==> src/include/pfs_pkg.sv <==
// Purpose: constants, types and command map of the fault supervisor
// Assumes: 25 MHz ref_clk, 16-bit limit and measurement codes
// Notes:   current codes are 16 LSB per ampere
package pfs_pkg;

   localparam int CLK_HZ       = 25_000_000;
   localparam int CLK_NS       = 40;
   localparam int MS_CYCLES    = CLK_HZ / 1000;
   localparam logic [15:0] BOOT_MS   = 16'h000A;
   localparam logic [15:0] PIN_MS    = 16'h00C8;
   localparam logic [15:0] HICCUP_MS = 16'h0064;
   localparam logic [15:0] IOUT_PER_A = 16'h0010;
   localparam logic [15:0] OC_MAX_A   = 16'h0032;
   localparam logic [15:0] OC_MAX     = 16'(OC_MAX_A * IOUT_PER_A);

   localparam int NCFG = 16;
   localparam int I_NOM   = 0;
   localparam int I_OV    = 1;
   localparam int I_OC    = 2;
   localparam int I_OCW   = 3;
   localparam int I_OT    = 4;
   localparam int I_VINOV = 5;
   localparam int I_VINUV = 6;
   localparam int I_TON   = 7;
   localparam int I_TRISE = 8;
   localparam int I_OTHYS = 9;
   localparam int I_VINON = 10;
   localparam int I_OPER  = 11;
   localparam int I_ONOFF = 12;
   localparam int I_PGPOL = 13;
   localparam int I_PRI   = 14;
   localparam int I_OVRSP = 15;

   localparam logic [15:0] NOM_RST = 16'h3000;
   // overvoltage default sits 20 percent above nominal
   localparam logic [15:0] OV_RST  = NOM_RST + NOM_RST / 16'h0005;

   localparam logic [7:0] CFG_CODE [NCFG] = '{
      8'h21, 8'h40, 8'h46, 8'h4A, 8'h4F, 8'h55, 8'h59, 8'h60,
      8'h61, 8'hEA, 8'h35, 8'h01, 8'h02, 8'hD0, 8'hDD, 8'h41};
   localparam logic [15:0] CFG_RST [NCFG] = '{
      NOM_RST, OV_RST, 16'h0280, 16'h0200, 16'h007D, 16'h0050,
      16'h0020, 16'h0000, 16'h001E, 16'h000A, 16'h0022, 16'h0080,
      16'h0000, 16'h0000, 16'h0000, 16'h0000};

   localparam logic [7:0] CLR_CODE    = 8'h03;
   localparam logic [7:0] STATUS_CODE = 8'h79;

   // field positions
   localparam int OPER_ON    = 7;
   localparam int SEC_USE    = 0;
   localparam int SEC_ON     = 1;
   localparam int PRI_IGNORE = 0;
   localparam int PRI_POS    = 1;
   localparam int OVRSP_LATCH = 0;

   // status word bits
   localparam int ST_VOUT_OV = 0;
   localparam int ST_IOUT_OC = 1;
   localparam int ST_IOUT_W  = 2;
   localparam int ST_VIN_UV  = 3;
   localparam int ST_VIN_OV  = 4;
   localparam int ST_OTEMP   = 5;
   localparam int ST_PG_FAIL = 6;
   localparam int NSTICKY    = 7;
   localparam int ST_OFF     = 8;
   localparam int ST_IN_REG  = 11;

   typedef struct packed {
      logic        valid;
      logic        write;
      logic [7:0]  code;
      logic [15:0] wdata;
   } pfs_cmd_s;

   typedef struct packed {
      logic [15:0] vout;
      logic [15:0] iout;
      logic [15:0] vin;
      logic [15:0] temp;
   } pfs_meas_s;

   // nine states need four bits
   typedef enum logic [3:0] {
      S_INIT, S_BOOT, S_OFF, S_TON, S_RAMP, S_ON, S_OVW, S_HIC, S_OT
   } pfs_state_e;

endpackage

==> src/logic/pfs_ms_timer.sv <==
// Purpose: millisecond countdown shared by the sequencing delays
// Assumes: start is a one-cycle pulse, restarts on a new start
// Notes:   done pulses once, one cycle after the last millisecond
module pfs_ms_timer #(
   parameter int MS_CYCLES = pfs_pkg::MS_CYCLES
) (
   input  wire logic        ref_clk,
   input  wire logic        reset_n,
   input  wire logic        start,
   input  wire logic [15:0] ms,
   output logic             done
);

   initial begin
      if (MS_CYCLES < 1 || MS_CYCLES > 65535)
         $error("MS_CYCLES out of range");
   end

   logic [15:0] pre_reg;
   logic [15:0] left_reg;
   logic        busy_reg;
   logic        done_reg;
   wire         wrap = (pre_reg == 16'(MS_CYCLES - 1));

   always_ff @(posedge ref_clk or negedge reset_n) begin
      if (!reset_n) begin
         pre_reg  <= 16'h0000;
         left_reg <= 16'h0000;
         busy_reg <= 1'b0;
         done_reg <= 1'b0;
      end else if (start) begin
         pre_reg  <= 16'h0000;
         left_reg <= ms;
         busy_reg <= 1'b1;
         done_reg <= 1'b0;
      end else begin
         done_reg <= busy_reg && left_reg == 16'h0000;
         if (busy_reg && left_reg == 16'h0000)
            busy_reg <= 1'b0;
         pre_reg <= (wrap || !busy_reg) ? 16'h0000 : pre_reg + 16'h0001;
         if (busy_reg && wrap && left_reg != 16'h0000)
            left_reg <= left_reg - 16'h0001;
      end
   end

   assign done = done_reg;

endmodule

==> src/logic/pfs_supervisor.sv <==
// Purpose: fault supervision and start-up sequencing of a power module
// Assumes: cmd comes decoded from the management bus layer, same clock
// Notes:   measurements and the on/off pin arrive unsynchronised
module pfs_supervisor #(
   parameter int MS_CYCLES = pfs_pkg::MS_CYCLES
) (
   input  wire logic              ref_clk,
   input  wire logic              reset_n,
   input  pfs_pkg::pfs_cmd_s      cmd,
   input  pfs_pkg::pfs_meas_s     meas_raw,
   input  wire logic              on_off_pin,
   output logic                   rsp_valid,
   output logic [15:0]            rsp_rdata,
   output logic                   alert_n,
   output logic                   good_pin,
   output logic                   regulate_en,
   output logic                   softstart_active
);

   // two flops on everything from the pins or the analog side
   pfs_pkg::pfs_meas_s meas_s1_reg;
   pfs_pkg::pfs_meas_s m;
   logic               pin_s1_reg;
   logic               pin_s2_reg;

   always_ff @(posedge ref_clk or negedge reset_n) begin
      if (!reset_n) begin
         meas_s1_reg <= '0;
         m           <= '0;
         pin_s1_reg  <= 1'b1;
         pin_s2_reg  <= 1'b1;
      end else begin
         meas_s1_reg <= meas_raw;
         m           <= meas_s1_reg;
         pin_s1_reg  <= on_off_pin;
         pin_s2_reg  <= pin_s1_reg;
      end
   end

   // configuration registers
   logic [15:0] cfg_reg [pfs_pkg::NCFG];
   logic [15:0] rd_cfg  [pfs_pkg::NCFG];
   logic [pfs_pkg::NCFG-1:0] rd_hit;
   wire         wr_cmd = cmd.valid && cmd.write;
   wire         rd_cmd = cmd.valid && !cmd.write;

   // over-limit current values are refused, the old limit stays
   wire         oc_ok = cmd.wdata <= pfs_pkg::OC_MAX;

   genvar gi;
   generate
      for (gi = 0; gi < pfs_pkg::NCFG; gi++) begin : g_cfg
         wire hit = cmd.code == pfs_pkg::CFG_CODE[gi];
         wire ok  = (gi != pfs_pkg::I_OC) || oc_ok;
         assign rd_hit[gi] = hit;
         assign rd_cfg[gi] = hit ? cfg_reg[gi] : 16'h0000;
         always_ff @(posedge ref_clk or negedge reset_n) begin
            if (!reset_n)
               cfg_reg[gi] <= pfs_pkg::CFG_RST[gi];
            else if (wr_cmd && hit && ok)
               cfg_reg[gi] <= cmd.wdata;
         end
      end
   endgenerate

   // fault and warning conditions
   wire [15:0] nom  = cfg_reg[pfs_pkg::I_NOM];
   wire [15:0] tol  = {3'b000, nom[15:3]};
   wire [15:0] othy = cfg_reg[pfs_pkg::I_OTHYS];
   wire [15:0] otl  = cfg_reg[pfs_pkg::I_OT];
   wire [15:0] ot_thr = (othy > otl) ? 16'h0000 : otl - othy;
   wire ov_c   = m.vout > cfg_reg[pfs_pkg::I_OV];
   wire oc_c   = m.iout > cfg_reg[pfs_pkg::I_OC];
   wire ocw_c  = m.iout > cfg_reg[pfs_pkg::I_OCW];
   wire ot_c   = m.temp > otl;
   wire ot_rec = m.temp < ot_thr;
   wire vuv_c  = m.vin < cfg_reg[pfs_pkg::I_VINUV];
   wire vov_c  = m.vin > cfg_reg[pfs_pkg::I_VINOV];
   wire vst_c  = m.vin > cfg_reg[pfs_pkg::I_VINON] && !vov_c;
   wire pg_win = (m.vout >= nom - tol) && (m.vout <= nom + tol);

   // input hysteresis between start threshold and undervoltage
   logic vin_ok_reg;
   always_ff @(posedge ref_clk or negedge reset_n) begin
      if (!reset_n)
         vin_ok_reg <= 1'b0;
      else if (vuv_c || vov_c)
         vin_ok_reg <= 1'b0;
      else if (vst_c)
         vin_ok_reg <= 1'b1;
   end

   // control pin qualification
   logic pin_acc_reg;
   logic pin_busy_reg;
   wire  pin_done;
   wire  pin_diff  = pin_s2_reg != pin_acc_reg;
   wire  pin_start = pin_diff && !pin_busy_reg;

   pfs_ms_timer #(
      .MS_CYCLES (MS_CYCLES)
   ) u_pin_tmr (
      .ref_clk (ref_clk),
      .reset_n (reset_n),
      .start   (pin_start),
      .ms      (pfs_pkg::PIN_MS),
      .done    (pin_done)
   );

   always_ff @(posedge ref_clk or negedge reset_n) begin
      if (!reset_n) begin
         pin_acc_reg  <= 1'b1;
         pin_busy_reg <= 1'b0;
      end else begin
         if (pin_start)
            pin_busy_reg <= 1'b1;
         else if (pin_done)
            pin_busy_reg <= 1'b0;
         if (pin_done && pin_diff)
            pin_acc_reg <= pin_s2_reg;
      end
   end

   wire [15:0] pri  = cfg_reg[pfs_pkg::I_PRI];
   wire [15:0] sec  = cfg_reg[pfs_pkg::I_ONOFF];
   wire pin_req = pri[pfs_pkg::PRI_IGNORE]
                || !(pin_acc_reg ^ pri[pfs_pkg::PRI_POS]);
   wire sec_req = !sec[pfs_pkg::SEC_USE] || sec[pfs_pkg::SEC_ON];
   wire op_req  = cfg_reg[pfs_pkg::I_OPER][pfs_pkg::OPER_ON];
   wire en_req  = pin_req && sec_req && op_req;
   wire stop    = !en_req || !vin_ok_reg;
   wire ov_latch = cfg_reg[pfs_pkg::I_OVRSP][pfs_pkg::OVRSP_LATCH];

   // sequencer
   pfs_pkg::pfs_state_e st_reg;
   pfs_pkg::pfs_state_e st_next;
   logic [15:0]         status_reg;
   logic [15:0]         tmr_ms;
   wire                 tmr_done;
   wire                 tmr_start = st_next != st_reg;
   wire                 run = st_reg == pfs_pkg::S_RAMP
                           || st_reg == pfs_pkg::S_ON;

   always_comb begin
      st_next = st_reg;
      case (st_reg)
         pfs_pkg::S_INIT: st_next = pfs_pkg::S_BOOT;
         pfs_pkg::S_BOOT:
            if (tmr_done) st_next = pfs_pkg::S_OFF;
         pfs_pkg::S_OFF:
            if (!stop && !ov_c && !ot_c) st_next = pfs_pkg::S_TON;
         pfs_pkg::S_TON:
            if (stop) st_next = pfs_pkg::S_OFF;
            else if (tmr_done) st_next = pfs_pkg::S_RAMP;
         pfs_pkg::S_RAMP, pfs_pkg::S_ON:
            if (ov_c) st_next = pfs_pkg::S_OVW;
            else if (ot_c) st_next = pfs_pkg::S_OT;
            else if (oc_c) st_next = pfs_pkg::S_HIC;
            else if (stop) st_next = pfs_pkg::S_OFF;
            else if (st_reg == pfs_pkg::S_RAMP && tmr_done)
               st_next = pfs_pkg::S_ON;
         pfs_pkg::S_OVW:
            // latched response holds off until the flag is cleared
            if (!ov_c && !(ov_latch && status_reg[pfs_pkg::ST_VOUT_OV]))
               st_next = pfs_pkg::S_OFF;
         pfs_pkg::S_HIC:
            if (tmr_done) st_next = pfs_pkg::S_OFF;
         pfs_pkg::S_OT:
            if (ot_rec) st_next = pfs_pkg::S_OFF;
         default: st_next = pfs_pkg::S_INIT;
      endcase
   end

   always_comb begin
      case (st_next)
         pfs_pkg::S_BOOT: tmr_ms = pfs_pkg::BOOT_MS;
         pfs_pkg::S_TON:  tmr_ms = cfg_reg[pfs_pkg::I_TON];
         pfs_pkg::S_RAMP: tmr_ms = cfg_reg[pfs_pkg::I_TRISE];
         pfs_pkg::S_HIC:  tmr_ms = pfs_pkg::HICCUP_MS;
         default:         tmr_ms = 16'h0000;
      endcase
   end

   // one shared counter times boot, turn-on, ramp and hiccup
   pfs_ms_timer #(
      .MS_CYCLES (MS_CYCLES)
   ) u_seq_tmr (
      .ref_clk (ref_clk),
      .reset_n (reset_n),
      .start   (tmr_start),
      .ms      (tmr_ms),
      .done    (tmr_done)
   );

   // status word: sticky bits, write one to clear
   wire pg_next = st_next == pfs_pkg::S_ON && pg_win && !ov_c
                && !oc_c && !ot_c && !stop;
   wire [pfs_pkg::NSTICKY-1:0] ev = {
      st_reg == pfs_pkg::S_ON && !pg_win,
      ot_c, vov_c, vuv_c && vin_ok_reg, ocw_c, oc_c, ov_c};
   wire clr_all = wr_cmd && cmd.code == pfs_pkg::CLR_CODE;
   wire clr_w1c = wr_cmd && cmd.code == pfs_pkg::STATUS_CODE;
   wire [15:0] clr_mask = clr_all ? 16'hFFFF
                        : clr_w1c ? cmd.wdata : 16'h0000;
   // a live cause sets again over the clear
   wire [15:0] status_next = (status_reg & ~clr_mask)
                           | {9'h000, ev};

   logic pg_reg;
   logic alert_n_reg;
   logic good_pin_reg;
   logic reg_en_reg;
   logic soft_reg;

   always_ff @(posedge ref_clk or negedge reset_n) begin
      if (!reset_n) begin
         st_reg       <= pfs_pkg::S_INIT;
         status_reg   <= 16'h0000;
         pg_reg       <= 1'b0;
         alert_n_reg  <= 1'b1;
         good_pin_reg <= 1'b1;
         reg_en_reg   <= 1'b0;
         soft_reg     <= 1'b0;
      end else begin
         st_reg      <= st_next;
         status_reg  <= status_next;
         pg_reg      <= pg_next;
         alert_n_reg <= ~|status_reg;
         good_pin_reg <= cfg_reg[pfs_pkg::I_PGPOL][0] ? pg_next
                                                     : !pg_next;
         reg_en_reg  <= st_next == pfs_pkg::S_RAMP
                     || st_next == pfs_pkg::S_ON;
         soft_reg    <= st_next == pfs_pkg::S_RAMP;
      end
   end

   // read path
   wire [15:0] live = (16'h0001 << pfs_pkg::ST_IN_REG) & {16{pg_reg}}
                    | (16'h0001 << pfs_pkg::ST_OFF) & {16{!run}};
   logic [15:0] cfg_rd;
   always_comb begin
      cfg_rd = 16'h0000;
      for (int i = 0; i < pfs_pkg::NCFG; i++)
         cfg_rd = cfg_rd | rd_cfg[i];
   end
   wire st_hit = cmd.code == pfs_pkg::STATUS_CODE;
   wire [15:0] rd_val = st_hit ? (status_reg | live)
                      : (|rd_hit) ? cfg_rd : 16'h0000;

   logic        rsp_v_reg;
   logic [15:0] rsp_d_reg;
   always_ff @(posedge ref_clk or negedge reset_n) begin
      if (!reset_n) begin
         rsp_v_reg <= 1'b0;
         rsp_d_reg <= 16'h0000;
      end else begin
         rsp_v_reg <= rd_cmd;
         if (rd_cmd)
            rsp_d_reg <= rd_val;
      end
   end

   assign rsp_valid        = rsp_v_reg;
   assign rsp_rdata        = rsp_d_reg;
   assign alert_n          = alert_n_reg;
   assign good_pin         = good_pin_reg;
   assign regulate_en      = reg_en_reg;
   assign softstart_active = soft_reg;
endmodule

==> config.mk <==
export PLATFORM = sky130hd
export DESIGN_NAME = pfs_supervisor
export DESIGN_NICKNAME = d
export VERILOG_FILES = /design/src/include/pfs_pkg.sv /design/src/logic/pfs_ms_timer.sv /design/src/logic/pfs_supervisor.sv
export SDC_FILE = /design/constraint.sdc
export NUM_CORES = 1
export LEC_CHECK = 0
export ABC_AREA = 1
export BUFFER_PORTS_ARGS = -buffer_cell sky130_fd_sc_hd__buf_4
export CORE_UTILIZATION = 40
export DETAILED_ROUTE_END_ITERATION = 8
export GPL_ROUTABILITY_DRIVEN = 0
export PLACE_DENSITY_LB_ADDON = 0.3
export SKIP_LAST_GASP = 1
export SYNTH_ARGS = -nofsm -noshare
export SYNTH_HDL_FRONTEND = slang
export SYNTH_SLANG_ARGS = --single-unit
==> constraint.sdc <==
create_clock -name ref_clk -period 5.4 [get_ports ref_clk]
set_clock_uncertainty 0.1 [all_clocks]
set_input_delay 0.54 -clock ref_clk [delete_from_list [all_inputs] [get_ports ref_clk]]
set_output_delay 0.54 -clock ref_clk [all_outputs]
set_load 0.1 [all_outputs]
==> results.json <==
{
  "first_pass_iters": 6,
  "start_util": 0.404,
  "drt_iter0_drc": 2077,
  "setup_viol": 0,
  "pwr-share-comb": 0.105,
  "fin_crit_ns": 4.83,
  "holdCritPathClass": "input pin to register",
  "min_path_cells": 3,
  "place_hpwl_mm": 58.5,
  "layout-drive-gt1-share": 0.110,
  "core_um2": 64300,
  "rows": 93,
  "post-route-drc-count": 0,
  "wl_per_cell_um": 19.9,
  "fillers": 6156,
  "cts_tree": "built",
  "finalPower_mw": 9.02,
  "num_vias": 21700,
  "ioPinCount": 114,
  "slowest_stage": "dfstp_2",
  "rsz0062_at_grt": "no",
  "hold_slack_ns": 0.0165,
  "synthToLayoutAreaGrowth_pct": 17.0,
  "synth_top_area_share": 0.446,
  "first_global_vias": 20700,
  "synth.area.top_cells": "dfrtp_1 (45%), nand2_1 (10%), ha_1 (9.8%), o21ai_0 (6.5%), inv_1 (4.8%)",
  "critPathCaptureType": "register",
  "fin_setup_tns_ns": 0,
  "synthArstFlopShare": 1.00,
  "die_y_um": 257,
  "synth.avg_cell_area_um2": 8.71,
  "slowest_delay_ns": 0.55,
  "clkSlewWorstSetupHoldPaths_ns": 0.07,
  "p_int_mw": 6.63,
  "maxSlewHeadroom": 0.222,
  "fin_util": 0.472,
  "cts_root_buffer": "clkbuf_16",
  "arrival_ns": 5.21,
  "post_dp_cell_area_um2": 27700,
  "via_per_inst": 5.37,
  "yosysWarnings": 0,
  "grt_usage": 0.245,
  "ys_types": 66,
  "cp_max_fo": 19,
  "reg2reg_depth": 29,
  "report.final.slew_viol_count": 0,
  "antenna_left": 0,
  "h-tree-depth": 2,
  "seq_area_frac_synth": 0.482,
  "place.port_buffers": 113,
  "insertion_delay_ns": 0.65,
  "start_kind": "register",
  "largest_reg_flops": 176,
  "grt_pass1_wl_mm": 124,
  "seqPwrFrac": 0.444,
  "worstMarginPinSlew_ns": 1.16,
  "synth-seq-cells": 499,
  "timing.fmax_mhz": 207,
  "power_density_nw_per_um2": 297,
  "cp.buffers_inverters": 1,
  "cpMostUsedCell": "nand2_1",
  "crit_type": "register to register",
  "ys.flop_type": "dfrtp_1",
  "grt_max_degree": 150,
  "leakage_nw": 14.0,
  "wl_mm": 80.4,
  "design.die.area_um2": 66000,
  "die_width_um": 257,
  "swShare": 0.265,
  "cts_buffers": 55,
  "p_switching_mw": 2.39,
  "antenna_found_initial": 1,
  "cp.depth": 29,
  "final_nets": 3441,
  "yosysTopAreaCell": "dfrtp_1",
  "hold_viol_final": 0,
  "syn-instance-count": 2982,
  "design_area_um2": 30400,
  "synth_nets": 3282,
  "cts_max_path_buffers": 3,
  "status": "finished, final reports clean",
  "ir_drop_mv": 0.260,
  "maxCapViolCount": 0,
  "required_ns": 5.78,
  "synthesis.area_um2": 26000,
  "synth_edf_count": 0,
  "clockPowerShare": 0.452,
  "cp_top_family": "simple AND/OR/NAND/NOR gates",
  "fin_crit_sh": 0.894,
  "grt_overflow": 0,
  "cts_sinks": 499
}
[logic make-up after synthesis]
logic type / Yosys count / share of synthesized area
AND/OR/NAND/NOR: 1121 / 0.187
XOR/XNOR: 46 / 0.0155
adder cells (fa/ha/maj): 207 / 0.101
flip-flops: 499 / 0.482
AO/OA/AOI/OAI: 658 / 0.148
multiplexers: 1 / 0.000433
buffers and inverters: 450 / 0.0661
[area by class of cell]
class                           instances  area, um^2  area share
Sequential cell                       499       12500       0.412
Antenna cell                            1        2.50   0.0000823
Tap cell                              855        1070      0.0352
Clock inverter                         35         440      0.0145
Multi-Input combinational cell       2033       11700       0.386
Timing Repair Buffer                  206        1780      0.0585
Inverter                              346        1300      0.0427
Clock buffer                           68        1540      0.0505
[placed cells by master (no fill, tap or decap), types with 9 or more instances in the layout]
master,instances
nand2_1,703
dfrtp_1,463
o21ai_0,336
inv_1,333
ha_1,204
nor2_1,159
buf_4,132
a21oi_1,131
nand3_1,70
dlygate4sd3_1,68
clkbuf_16,55
nor3_1,53
nand4_1,46
xor2_1,44
dfstp_2,36
a31oi_1,22
nor4_1,21
o22ai_1,21
a221oi_1,19
a211oi_1,18
clkinv_2,17
o221ai_1,16
o2111ai_1,14
or2_2,13
nor4_2,13
clkbuf_8,11
nor2_2,9
o21bai_1,9
[power by group through the flow]
stage	Combinational, mW	Clock (mW)	Sequential [mW]
3_5_place_dp	0.907	0	4.07
4_1_cts	0.950	4.13	4.00
3_3_place_gp	0.892	0	4.06
5_1_grt	1.06	4.28	4.01
2_1_floorplan	0.461	0	4.13
6_report	0.944	4.08	4.00
[Yosys cell counts, types with 36 or more instances]
library cell,instances
nand2_1,703
dfrtp_1,463
o21ai_0,336
inv_1,333
ha_1,204
nor2_1,161
a21oi_1,131
clkbuf_1,96
nand3_1,70
nor3_1,53
nand4_1,46
xor2_1,44
dfstp_2,36
[worst reg2reg max path: cells and delay by family (launching register included)]
family | cells | cell delay [ns]
simple gates | 17 | 2.07
compound gates | 9 | 1.32
fa+ha+maj | 2 | 0.53
flops | 1 | 0.55
buf+inv | 1 | 0.07
[stage by stage]
stage               worst slack [ns]  instances
detailed placement             0.444       3869
CTS                            0.334       4040
global placement               0.571       3869
floorplan                       1.31       2982
finish                         0.571       4043
global route                  0.0841       4042
[timing repair]
item	4_1_cts	5_1_grt
hold buffers	68	0
gates resized for setup	0	2
hold endpoints to repair	119	0
setup buffers	0	2
setup endpoints to repair	0	22
[final timing paths]
path | slack, ns | to | from
max in group asynchronous | 3.61 | rsp_rdata[5]$_DFFE_PN0P_ | reset_n
min in group asynchronous | 0.33 | meas_s1_reg[57]$_DFF_PN0_ | reset_n
max reg2reg | 0.57 | u_seq_tmr.left_reg[1]$_DFFE_PN0P_ | othy[1]$_DFFE_PN1P_
min | 0.02 | othy[12]$_DFFE_PN0P_ | cmd[12]
max | 0.57 | u_seq_tmr.left_reg[1]$_DFFE_PN0P_ | othy[1]$_DFFE_PN1P_
min reg2reg | 0.24 | m[0]$_DFF_PN0_ | meas_s1_reg[0]$_DFF_PN0_
[per-layer routing]
layer  vias up  part of all wire  track usage
met4         2             0.060        0.138
met2       778              0.44        0.378
met1     10400              0.43        0.328
li1      10300                 -            -
met5         -          0.000099            0
met3       218             0.069       0.0405
Note: power is estimated with default switching activity, not from simulation.
